## src/wdt_consts.vh

```
// constants for the lockable crash recovery timer: offsets, fields, reset values, counts
// assumes a single 32-bit register bus and a low-speed count clock sampled as a plain input
//
// Overview of operation
// - 32-bit counter counts down once per low-speed clock cycle, 32.768 kHz
// - on reaching zero, raw interrupt status sets and counter reloads from reload_value
// - interrupts repeat every reload_value plus 1 low-speed periods
// - clearing the interrupt reloads the counter from reload_value
// - zero reached again with status uncleared issues system reset when reset enabled
// - counter stops while interrupt disabled; enabling restarts it from reload_value
// - writing 0x1acce551 to write_lock unlocks other registers; other values lock them
// - writing reload_value restarts counting from the new value; resets to 0x0fffffff
// - current_count reads the live counter; writes to it are ignored
// - control bit 0 enables interrupt generation; resets to 0
// - control bit 1 enables the reset output; resets to 0
// - raw status read-only at 0x10, masked status read-only at 0x14
// - any write to interrupt_clear clears interrupt and reloads; it reads zero
// - write_lock reads 0 while unlocked and 1 while locked
`ifndef WDT_CONSTS_VH
`define WDT_CONSTS_VH

// register byte offsets
`define OFS_RELOAD_VALUE 12'h000
`define OFS_CURRENT_COUNT 12'h004
`define OFS_CONTROL 12'h008
`define OFS_INTERRUPT_CLEAR 12'h00c
`define OFS_RAW_STATUS 12'h010
`define OFS_MASKED_STATUS 12'h014
`define OFS_WRITE_LOCK 12'hc00
`define ADDR_DECODE_BITS 12

// field positions
`define CTRL_IRQ_ENABLE_BIT 0
`define CTRL_RESET_OUT_ENABLE_BIT 1

// reset values and keys
`define RELOAD_RESET_VALUE 32'h0fffffff
`define CONTROL_RESET_VALUE 2'h0
`define UNLOCK_KEY 32'h1acce551

// timing
`define LSCLK_FREQ_HZ 32768
`define SYS_RESET_PULSE_CYCLES 5'h10

// bus encodings
`define HTRANS_NONSEQ_BIT 1
`define HRESP_OKAY 1'b0

`endif

```

## src/edge_sync.v

```verilog
// two-flop synchroniser with rising edge detector for the low-speed count clock
// assumes the input is slow compared to clk, at least three clk periods per level
`timescale 1ns/100ps
`default_nettype none
module edge_sync (
  // clock and reset
  input wire clk,
  input wire rst_n,
  // asynchronous level in
  input wire async_in,
  // one-cycle pulse on each rising edge
  output wire rise_pulse
);
  reg meta_q;
  reg sync_q;
  reg prev_q;
  reg rise_q;

  // only sync_q reads meta_q
  always @(posedge clk or negedge rst_n) begin
    if (!rst_n) begin
      meta_q <= 1'b0;
      sync_q <= 1'b0;
      prev_q <= 1'b0;
      rise_q <= 1'b0;
    end else begin
      meta_q <= async_in;
      sync_q <= meta_q;
      prev_q <= sync_q;
      rise_q <= sync_q & ~prev_q;
    end
  end

  assign rise_pulse = rise_q;
endmodule
`default_nettype wire

```

## src/watchdog_timer_lockable.v

```verilog
// lockable crash recovery timer with an AHB-Lite register slave
// assumes one hclk domain; the 32.768 kHz count clock arrives as a plain input pin
`timescale 1ns/100ps
`default_nettype none
`include "wdt_consts.vh"
module watchdog_timer_lockable (
  // clock and reset
  input wire hclk,
  input wire hresetn,
  // ahb-lite slave
  input wire hsel,
  input wire [31:0] haddr,
  input wire [1:0] htrans,
  input wire hwrite,
  input wire [2:0] hsize,
  input wire [31:0] hwdata,
  input wire hready,
  output wire [31:0] hrdata,
  output wire hreadyout,
  output wire hresp,
  // low-speed count clock
  input wire lsclk,
  // interrupt and system reset request
  output wire irq,
  output wire sys_reset
);
  // bus phase states
  localparam [1:0] ST_IDLE = 2'b00;
  localparam [1:0] ST_ACCESS = 2'b01;
  localparam [1:0] ST_DONE = 2'b10;

  reg [1:0] state_q;
  reg [1:0] state_d;
  reg [`ADDR_DECODE_BITS-1:0] addr_q;
  reg write_q;
  reg [31:0] hrdata_q;
  reg hreadyout_q;
  reg hresp_q;

  reg [31:0] reload_q;
  reg [31:0] count_q;
  reg [31:0] count_d;
  reg irq_en_q;
  reg irq_en_d;
  reg rst_en_q;
  reg rst_en_d;
  reg raw_q;
  reg raw_d;
  reg locked_q;
  reg irq_q;
  reg [4:0] rst_cnt_q;
  reg sys_reset_q;

  wire tick;
  wire accept;
  wire wr_now;
  wire wr_ok;
  wire wr_reload;
  wire wr_control;
  wire wr_clear;
  wire wr_lock;
  wire enable_rise;
  wire zero_event;
  wire fire_reset;
  wire run_tick;
  wire count_at_zero;
  wire masked_d;
  wire pulse_more;
  wire [31:0] rd_value;

  // register index decode, used for both reads and writes
  function is_reg;
    input [`ADDR_DECODE_BITS-1:0] a;
    input [`ADDR_DECODE_BITS-1:0] ofs;
    begin
      is_reg = (a == ofs);
    end
  endfunction

  // terminal count detect, shared by the status logic and the counter
  function is_zero;
    input [31:0] value;
    begin
      is_zero = (value == 32'h00000000);
    end
  endfunction

  // read multiplexer; unmapped addresses read as zero
  function [31:0] read_mux;
    input [`ADDR_DECODE_BITS-1:0] a;
    input [31:0] reload;
    input [31:0] count;
    input ien;
    input ren;
    input raw;
    input locked;
    begin
      read_mux = 32'h00000000;
      if (is_reg(a, `OFS_RELOAD_VALUE)) begin
        read_mux = reload;
      end else if (is_reg(a, `OFS_CURRENT_COUNT)) begin
        read_mux = count;
      end else if (is_reg(a, `OFS_CONTROL)) begin
        read_mux = {30'h00000000, ren, ien};
      end else if (is_reg(a, `OFS_INTERRUPT_CLEAR)) begin
        read_mux = 32'h00000000;
      end else if (is_reg(a, `OFS_RAW_STATUS)) begin
        read_mux = {31'h00000000, raw};
      end else if (is_reg(a, `OFS_MASKED_STATUS)) begin
        read_mux = {31'h00000000, raw & ien};
      end else if (is_reg(a, `OFS_WRITE_LOCK)) begin
        read_mux = {31'h00000000, locked};
      end
    end
  endfunction

  // count clock edges reach the counter only after synchronisation
  edge_sync u_lsclk_sync (
    .clk(hclk),
    .rst_n(hresetn),
    .async_in(lsclk),
    .rise_pulse(tick)
  );

  // address phase is taken when selected, nonseq or seq, and the bus is ready
  assign accept = hsel & htrans[`HTRANS_NONSEQ_BIT] & hready;

  always @* begin
    state_d = state_q;
    case (state_q)
      ST_IDLE: begin
        if (accept) begin
          state_d = ST_ACCESS;
        end
      end
      ST_ACCESS: begin
        state_d = ST_DONE;
      end
      ST_DONE: begin
        if (accept) begin
          state_d = ST_ACCESS;
        end else begin
          state_d = ST_IDLE;
        end
      end
      default: begin
        state_d = ST_IDLE;
      end
    endcase
  end

  // one wait state per transfer so a read after a write sees the new value
  always @(posedge hclk or negedge hresetn) begin
    if (!hresetn) begin
      state_q <= ST_IDLE;
      addr_q <= {`ADDR_DECODE_BITS{1'b0}};
      write_q <= 1'b0;
      hreadyout_q <= 1'b1;
      hrdata_q <= 32'h00000000;
      hresp_q <= `HRESP_OKAY;
    end else begin
      state_q <= state_d;
      hresp_q <= `HRESP_OKAY;
      if (accept) begin
        addr_q <= haddr[`ADDR_DECODE_BITS-1:0];
        write_q <= hwrite;
        hreadyout_q <= 1'b0;
      end else if (state_q == ST_ACCESS) begin
        hreadyout_q <= 1'b1;
      end
      if (state_q == ST_ACCESS && !write_q) begin
        hrdata_q <= rd_value;
      end
    end
  end

  assign rd_value = read_mux(addr_q, reload_q, count_q, irq_en_q, rst_en_q, raw_q, locked_q);

  // write strobes, valid in the first data-phase cycle
  assign wr_now = (state_q == ST_ACCESS) & write_q;
  assign wr_ok = wr_now & ~locked_q;
  assign wr_reload = wr_ok & is_reg(addr_q, `OFS_RELOAD_VALUE);
  assign wr_control = wr_ok & is_reg(addr_q, `OFS_CONTROL);
  assign wr_clear = wr_ok & is_reg(addr_q, `OFS_INTERRUPT_CLEAR);
  assign wr_lock = wr_now & is_reg(addr_q, `OFS_WRITE_LOCK);
  assign enable_rise = wr_control & hwdata[`CTRL_IRQ_ENABLE_BIT] & ~irq_en_q;

  // lock register, writable whether locked or not
  always @(posedge hclk or negedge hresetn) begin
    if (!hresetn) begin
      locked_q <= 1'b0;
    end else if (wr_lock) begin
      locked_q <= (hwdata != `UNLOCK_KEY);
    end
  end

  // reload value and control bits
  always @(posedge hclk or negedge hresetn) begin
    if (!hresetn) begin
      reload_q <= `RELOAD_RESET_VALUE;
      irq_en_q <= 1'b0;
      rst_en_q <= 1'b0;
    end else begin
      if (wr_reload) begin
        reload_q <= hwdata;
      end
      irq_en_q <= irq_en_d;
      rst_en_q <= rst_en_d;
    end
  end

  // next control state, shared by the control flops and the interrupt line
  always @* begin
    irq_en_d = irq_en_q;
    rst_en_d = rst_en_q;
    if (wr_control) begin
      irq_en_d = hwdata[`CTRL_IRQ_ENABLE_BIT];
      rst_en_d = hwdata[`CTRL_RESET_OUT_ENABLE_BIT];
    end
  end

  // a tick only moves the counter while interrupt generation runs it
  assign run_tick = tick & irq_en_q;
  assign count_at_zero = is_zero(count_q);

  // zero is reached on a count edge while running
  assign zero_event = run_tick & count_at_zero;

  // a second zero with status still set; a clear in the same cycle serves the first one
  assign fire_reset = zero_event & raw_q & ~wr_clear & rst_en_q;

  always @* begin
    count_d = count_q;
    if (wr_reload) begin
      count_d = hwdata;
    end else if (wr_clear || enable_rise) begin
      count_d = reload_q;
    end else if (run_tick) begin
      if (count_at_zero) begin
        count_d = reload_q;
      end else begin
        count_d = count_q - 32'h00000001;
      end
    end
  end

  // set wins over a clear arriving in the same cycle
  always @* begin
    raw_d = raw_q;
    if (wr_clear) begin
      raw_d = 1'b0;
    end
    if (zero_event) begin
      raw_d = 1'b1;
    end
  end

  // counter holds while disabled; the next enable reloads it
  always @(posedge hclk or negedge hresetn) begin
    if (!hresetn) begin
      count_q <= `RELOAD_RESET_VALUE;
      raw_q <= 1'b0;
    end else begin
      count_q <= count_d;
      raw_q <= raw_d;
    end
  end

  // interrupt line is the masked status, registered from the next status and enable
  assign masked_d = raw_d & irq_en_d;

  always @(posedge hclk or negedge hresetn) begin
    if (!hresetn) begin
      irq_q <= 1'b0;
    end else begin
      irq_q <= masked_d;
    end
  end

  // the pulse counts down to one, then the request drops
  assign pulse_more = (rst_cnt_q > 5'h01);

  // reset request is stretched so a slow reset controller cannot miss it
  always @(posedge hclk or negedge hresetn) begin
    if (!hresetn) begin
      rst_cnt_q <= 5'h00;
      sys_reset_q <= 1'b0;
    end else begin
      if (fire_reset) begin
        rst_cnt_q <= `SYS_RESET_PULSE_CYCLES;
        sys_reset_q <= 1'b1;
      end else if (pulse_more) begin
        rst_cnt_q <= rst_cnt_q - 5'h01;
      end else begin
        rst_cnt_q <= 5'h00;
        sys_reset_q <= 1'b0;
      end
    end
  end

  assign hrdata = hrdata_q;
  assign hreadyout = hreadyout_q;
  assign hresp = hresp_q;
  assign irq = irq_q;
  assign sys_reset = sys_reset_q;
endmodule
`default_nettype wire

```

## config.mk

```make
export PLATFORM = sky130hd
export DESIGN_NAME = watchdog_timer_lockable
export DESIGN_NICKNAME = d
export VERILOG_FILES = /design/src/edge_sync.v /design/src/watchdog_timer_lockable.v
export VERILOG_INCLUDE_DIRS = /design/src /design/src/src
export SDC_FILE = /design/constraint.sdc
export NUM_CORES = 1
export LEC_CHECK = 0
export BUFFER_PORTS_ARGS = -buffer_cell sky130_fd_sc_hd__buf_2
export CAP_MARGIN = 25
export CORE_ASPECT_RATIO = 1.75
export CORE_MARGIN = 2
export CORE_UTILIZATION = 48
export CTS_BUF_LIST = sky130_fd_sc_hd__clkbuf_8
export CTS_CLUSTER_DIAMETER = 30
export DETAILED_ROUTE_END_ITERATION = 7
export PLACE_DENSITY_LB_ADDON = 0.1
export SYNTH_ARGS = -nofsm -noshare
export SYNTH_HDL_FRONTEND = slang
export SYNTH_SLANG_ARGS = --single-unit
```

## constraint.sdc

```tcl
create_clock -name hclk -period 6.1 [get_ports hclk]
set_clock_uncertainty 0.15 [all_clocks]
set_input_delay 0.61 -clock hclk [delete_from_list [all_inputs] [get_ports hclk]]
set_output_delay 0.61 -clock hclk [all_outputs]
set_load 0.005 [all_outputs]
```

# After elaboration in Yosys (flattened, before gate mapping)
# Cells that the tools add are included.
word_totals:
  wordCells: 85
  out_inout_bits: 36
  ff_bits: 127
classes:
  eq_ne: 11
  bitwise_logic: 22
  order_cmp: 1
  n_mux: 23
  reduce_logical: 8
  addsub: 2
ops:
  columns: ["cell", "count"]
  rows:
  - ["$mux 32", 6]
  - ["$logic_not 32->1", 1]
  - ["$ne 32x29->1 const B", 1]
  - ["$sub 32x1->32 const B", 1]
  - ["$eq 12x4->1 const B", 2]
  - ["$eq 12x5->1 const B", 2]
  - ["$and 1x1->1", 18]
  - ["$eq 12x12->1 const B", 1]
  - ["$eq 12x3->1 const B", 1]
  - ["$logic_not 12->1", 1]
  - ["$mux 1", 12]
  - ["$mux 5", 2]
  - ["$pmux 2 s3", 1]
  - ["$gt 5x1->1 const B", 1]
  - ["$sub 5x1->5 const B", 1]
  - ["$mux 2", 2]
  - ["$ne 2x2->1 const B", 2]
  - ["$not 1->1", 4]
  - ["$reduce_bool 3->1", 1]
  - ["$eq 2x1->1 const B", 1]
  - ["$eq 2x2->1 const B", 1]
  - ["$logic_not 2->1", 1]
  - ["$reduce_bool 2->1", 1]
  - ["$logic_and 1x1->1", 1]
  - ["2 further kinds", 2]

# Depth between registers and ports, before layout
depth:
  ltp_word: 9
  mapped_depth: 10

# Hierarchy
# From an unflattened synthesis, not the netlist that was laid out.
hier_totals:
  hier_cells: 716
  hier_area_um2: 6516.2
by_module_without_submodules:
  columns: ["module", "seq_area_each_um2", "area_per_inst_um2", "instances", "cells_each"]
  rows:
  - ["watchdog_timer_lockable", 3149.3, 6402.4, 1, 711]
  - ["edge_sync", 100.1, 113.9, 1, 5]

# Least setup slack after synthesis
# OpenSTA, ideal clock, no wires.
synth_timing:
  path_type: "reg-to-reg"
  startpoint: "register count_q[0]"
  endpoint: "register count_q[18]"
  path_slack_ns: 3.524
  arrival_ns: 2.353
  stages_incl_launch_ff: 9
  period_less_slack_ns: 2.576
  cell_sequence: "dfstp_2 > inv_1 > ha_1 > or4b_1 > or4_1 > nor4_1 > xor2_1 > mux2i_1 > a21oi_1"
synth_between:
  elab_chain_cells: 5
  word_cells_on_any_way: 6
synth_lines:
  columns: ["element", "line_no", "source"]
  rows:
  - ["start, declared", "watchdog_timer_lockable.v:41", "reg [31:0] count_q;"]
  - ["start signal, assigned", "watchdog_timer_lockable.v:261", "count_q <= `RELOAD_RESET_VALUE;"]
  - ["start signal, assigned", "watchdog_timer_lockable.v:264", "count_q <= count_d;"]
  - ["$sub 32x1->32 or $logic_not 32->1 (tied branches)", "watchdog_timer_lockable.v:242, watchdog_timer_lockable.v:84", null]
  - ["$mux 32 (*)", "watchdog_timer_lockable.v:239", "if (count_at_zero) begin"]
  - ["$mux 32 (*)", "watchdog_timer_lockable.v:238", "end else if (run_tick) begin"]
  - ["$mux 32 (*)", "watchdog_timer_lockable.v:236", "end else if (wr_clear || enable_rise) begin"]
  - ["$mux 32 (*)", "watchdog_timer_lockable.v:234", "if (wr_reload) begin"]
# Mark *: on every way between the ends. The rest lies on a longest branch, timed or not. The select of a mux whose other input is x is not followed.
# A chain may end at the register's enable or synchronous reset.

# Worst setup path after layout
layout_timing:
  startpoint: "register count_q[0]"
  endpoint: "register count_q[19]"
# The elaborated chain is that of the path after synthesis.

==> summary by stage <==
Cells and area
The synthesis-to-finish area growth is 15.0%. The repair_antennas step left the layout with diodes totalling 0. In the layout the commonest cells are 107 x nand2_1, 84 x buf_2, 70 x dfrtp_1. Leaving out fill and tap cells, the most frequent cell in the layout is nand2_1. The fraction of layout cells with a size suffix above 1 is 0.282. The final cell area excluding filler cells is 7530 um2. The net count of the finished layout is 848. The filler cell count in the final layout is 1249.

Clock network
After clock tree synthesis, the setup repair step added 0 buffers. After clock tree synthesis, the clock-pin slew on the worst setup and hold paths is 0.08 ns. The post-cts hold buffer count is 0. Counting along the longest clock path gives a buffer depth of 2. The TritonCTS clock tree is built. Clock tree synthesis selected as its root buffer the cell clkbuf_8. CTS built an H-tree with a depth of 4. At the later pin of the worst-skew pair, clock insertion delay measures 0.44 ns. Clock tree synthesis inserted a total of 17 buffers.

Post-CTS repair changed the size of 0 cells. The total clock sinks is 127.

Power and ir drop
The maximum ir drop on the vdd rail is 200 uV. For this design the ratio of total power to cell area is 284 nW/um2. For this design the static power due to leakage is 3.18 nW. After layout, the design draws a total of 2.13 mW.

Synth
The mean post-synth cell area is 9.41 um2. The async set-or-reset flop fraction in the synthesized netlist is 1.00. The number of enable flip-flop cells after synthesis is 0.

The number of distinct library cells after synthesis is 68. The Yosys step of the flow raised 0 warnings. After synthesis the netlist holds a flip-flop and latch count of 127. The synthesized netlist cell count is 695. For this run, the leading register cell type out of synthesis is dfrtp_1. The sequential fraction of the synthesis area is 0.497.

The number of nets handed over by synthesis was 773. The area of the mapped netlist is 6540 um2.

Timing
The tightest hold path in the finished design has a slack of 0.132 ns. In this run the tightest slew margin relative to its limit is 0.326. The setup TNS is 0 ns.

For the pin with the worst max-slew slack, the measured transition is 1.00 ns. The time the worst path needs with I/O delays and setup is 3.49 ns. Setup violations remaining at the end of the flow were counted as 0. Static timing analysis puts the maximum clock frequency at 0.287 GHz. Setup repair after global routing left no endpoint under its margin. The number of max-slew violations in the final report is 0.

The final-report hold violation count is 0. The share of the cycle needed by the critical path after routing is 0.572.

Outcome
The run finished with clean final reports.

Detailed routing
For this run, the detailed router's first-pass iteration total came to 5. Dividing the detail-routed via count by the number of cells gives 6.11. In the final routed layout, each cell accounts on average for 19.3 um. The DRC violation count after routing is 0. Wires add up to 18.4 mm. The DRC violation total after the first TritonRoute iteration is 493.

The number of routed nets with antenna violations is 0. The routed layout has 5847 vias.

Floorplanning
The initialized floorplan defines 56 standard-cell rows. The overall die width is 92.3 um. Measured along the y axis, the die boundary spans 158 um. The total core area is 13400 um2. The count of boundary I/O pins is 111. The starting density of the core is 0.489.

The floorplan step defined a die boundary enclosing 14600 um2.

Global routing
The global-route usage over all layers is 0.261. The initial antenna violation count is 0. The first-pass GRT wire length is 29.7 mm. The pin count of the biggest net entering global routing is 74.

The number of global-route vias before repair is 5648. The total overflow left after global routing is 0.

Min path
The worst hold path class is input pin to flop.

Setup path
Across all register-to-register paths, the minimum setup slack is 2.61 ns. The category of the worst setup path launch point is a flop. The kind of critical path is flop to flop. The critical path arrival is 3.67 ns. In this run the worst path has a maximum fanout of 23. The endpoint type of the worst setup path is a flop. The required time reported for the critical path endpoint is 6.28 ns.

Place
Detailed placement ended at an HPWL of 12.7 mm. At the end of routability-driven placement, the weighted congestion stood at 0.927. After detailed placement, the total cell area comes to 7130 um2.

Port buffering added 85 buffers.

Job
Max-cap violations in this run came to 0.
## kinds of logic after synthesis
logic type / after synthesis / synth area share
flip-flops: 127 / 0.497
XOR/XNOR: 7 / 0.00937
AND/OR/NAND/NOR: 298 / 0.225
AO/OA/AOI/OAI: 178 / 0.182
adder cells (fa/ha/maj): 3 / 0.00574
multiplexers: 30 / 0.0495
buffers and inverters: 51 / 0.0312
other: 1 / 0.000573
## cell type report
class,count,area (um2),area share
sequential,127,3250,0.432
multi-input combinational,517,3100,0.412
tap,174,218,0.0289
timing repair buffer,96,514,0.0683
inverter,11,41.3,0.00549
clock buffer,19,262,0.0347
clock inverter,13,138,0.0183
## routing by layer
metal | vias up | share of wire | routed length [um] | global-route usage
li1 | 2718 | - | - | -
met1 | 2860 | 0.39 | 7200 | 0.313
met2 | 232 | 0.52 | 9590 | 0.449
met3 | 37 | 0.056 | 1040 | 0.0478
met4 | 0 | 0.033 | 601 | 0.130
met5 | - | 0 | 0 | 0
## state kept, by name (all words and copies together), names as in the netlist, 2 cells and up
name	flops
state_q	2
hrdata	32
rst_cnt_q	5
reload_q	32
addr_q	12
count_q	32
## worst max-delay path, cell delays in order (launching register included)
cell	delay, ns
dfstp_2	0.56
inv_1	0.09
ha_1	0.26
or4b_1	0.29
nor3_1	0.12
and3_1	0.21
buf_4	0.25
nor2_1	0.73
nand2_1	0.36
o311ai_0	0.36
## stage by stage
step | utilization | setup slack, ns | std cells
after detailed placement | 0.533 | 2.67 | 925
after CTS | 0.562 | 2.64 | 957
final | 0.562 | 2.61 | 957
after global placement | 0.532 | 2.65 | 924
after floorplan | - | 3.52 | 695
after global routing | 0.562 | 2.51 | 957
## path summary, 6_finish.rpt
check,from,end,depth (start not counted)
worst max-delay path,count_q[0],count_q[19],9
worst min-delay path,lsclk,u_lsclk_sync.meta_q,1
worst max register to register,count_q[0],count_q[19],9
worst min register to register,u_lsclk_sync.meta_q,u_lsclk_sync.sync_q,0
max in group asynchronous,hresetn,hrdata[26],2
min in group asynchronous,hresetn,hrdata[5],1
## synth_stat cells, types with 8 or more instances
master	number	share of area
dfstp_2	57	0.23
nor2_1	70	0.040
o211ai_1	8	0.0092
or4_1	8	0.0092
dfrtp_1	70	0.27
a21oi_1	49	0.037
inv_1	11	0.0063
o21ai_0	31	0.024
nor3_1	31	0.024
a21boi_0	8	0.0092
nor4_1	22	0.021
nand2_1	107	0.061
mux2i_1	11	0.017
mux2_2	19	0.033
clkbuf_1	30	0.017
nand3_1	12	0.0092
a22oi_1	33	0.038
## power by group
group | leakage, nW | total, mW | internal [mW] | switching (mW)
logic | 1.54 | 0.335 | 0.159 | 0.176
clock network | 0.198 | 0.733 | 0.385 | 0.348
registers | 1.45 | 1.07 | 0.971 | 0.0950
(Power assumes the default switching activity.)
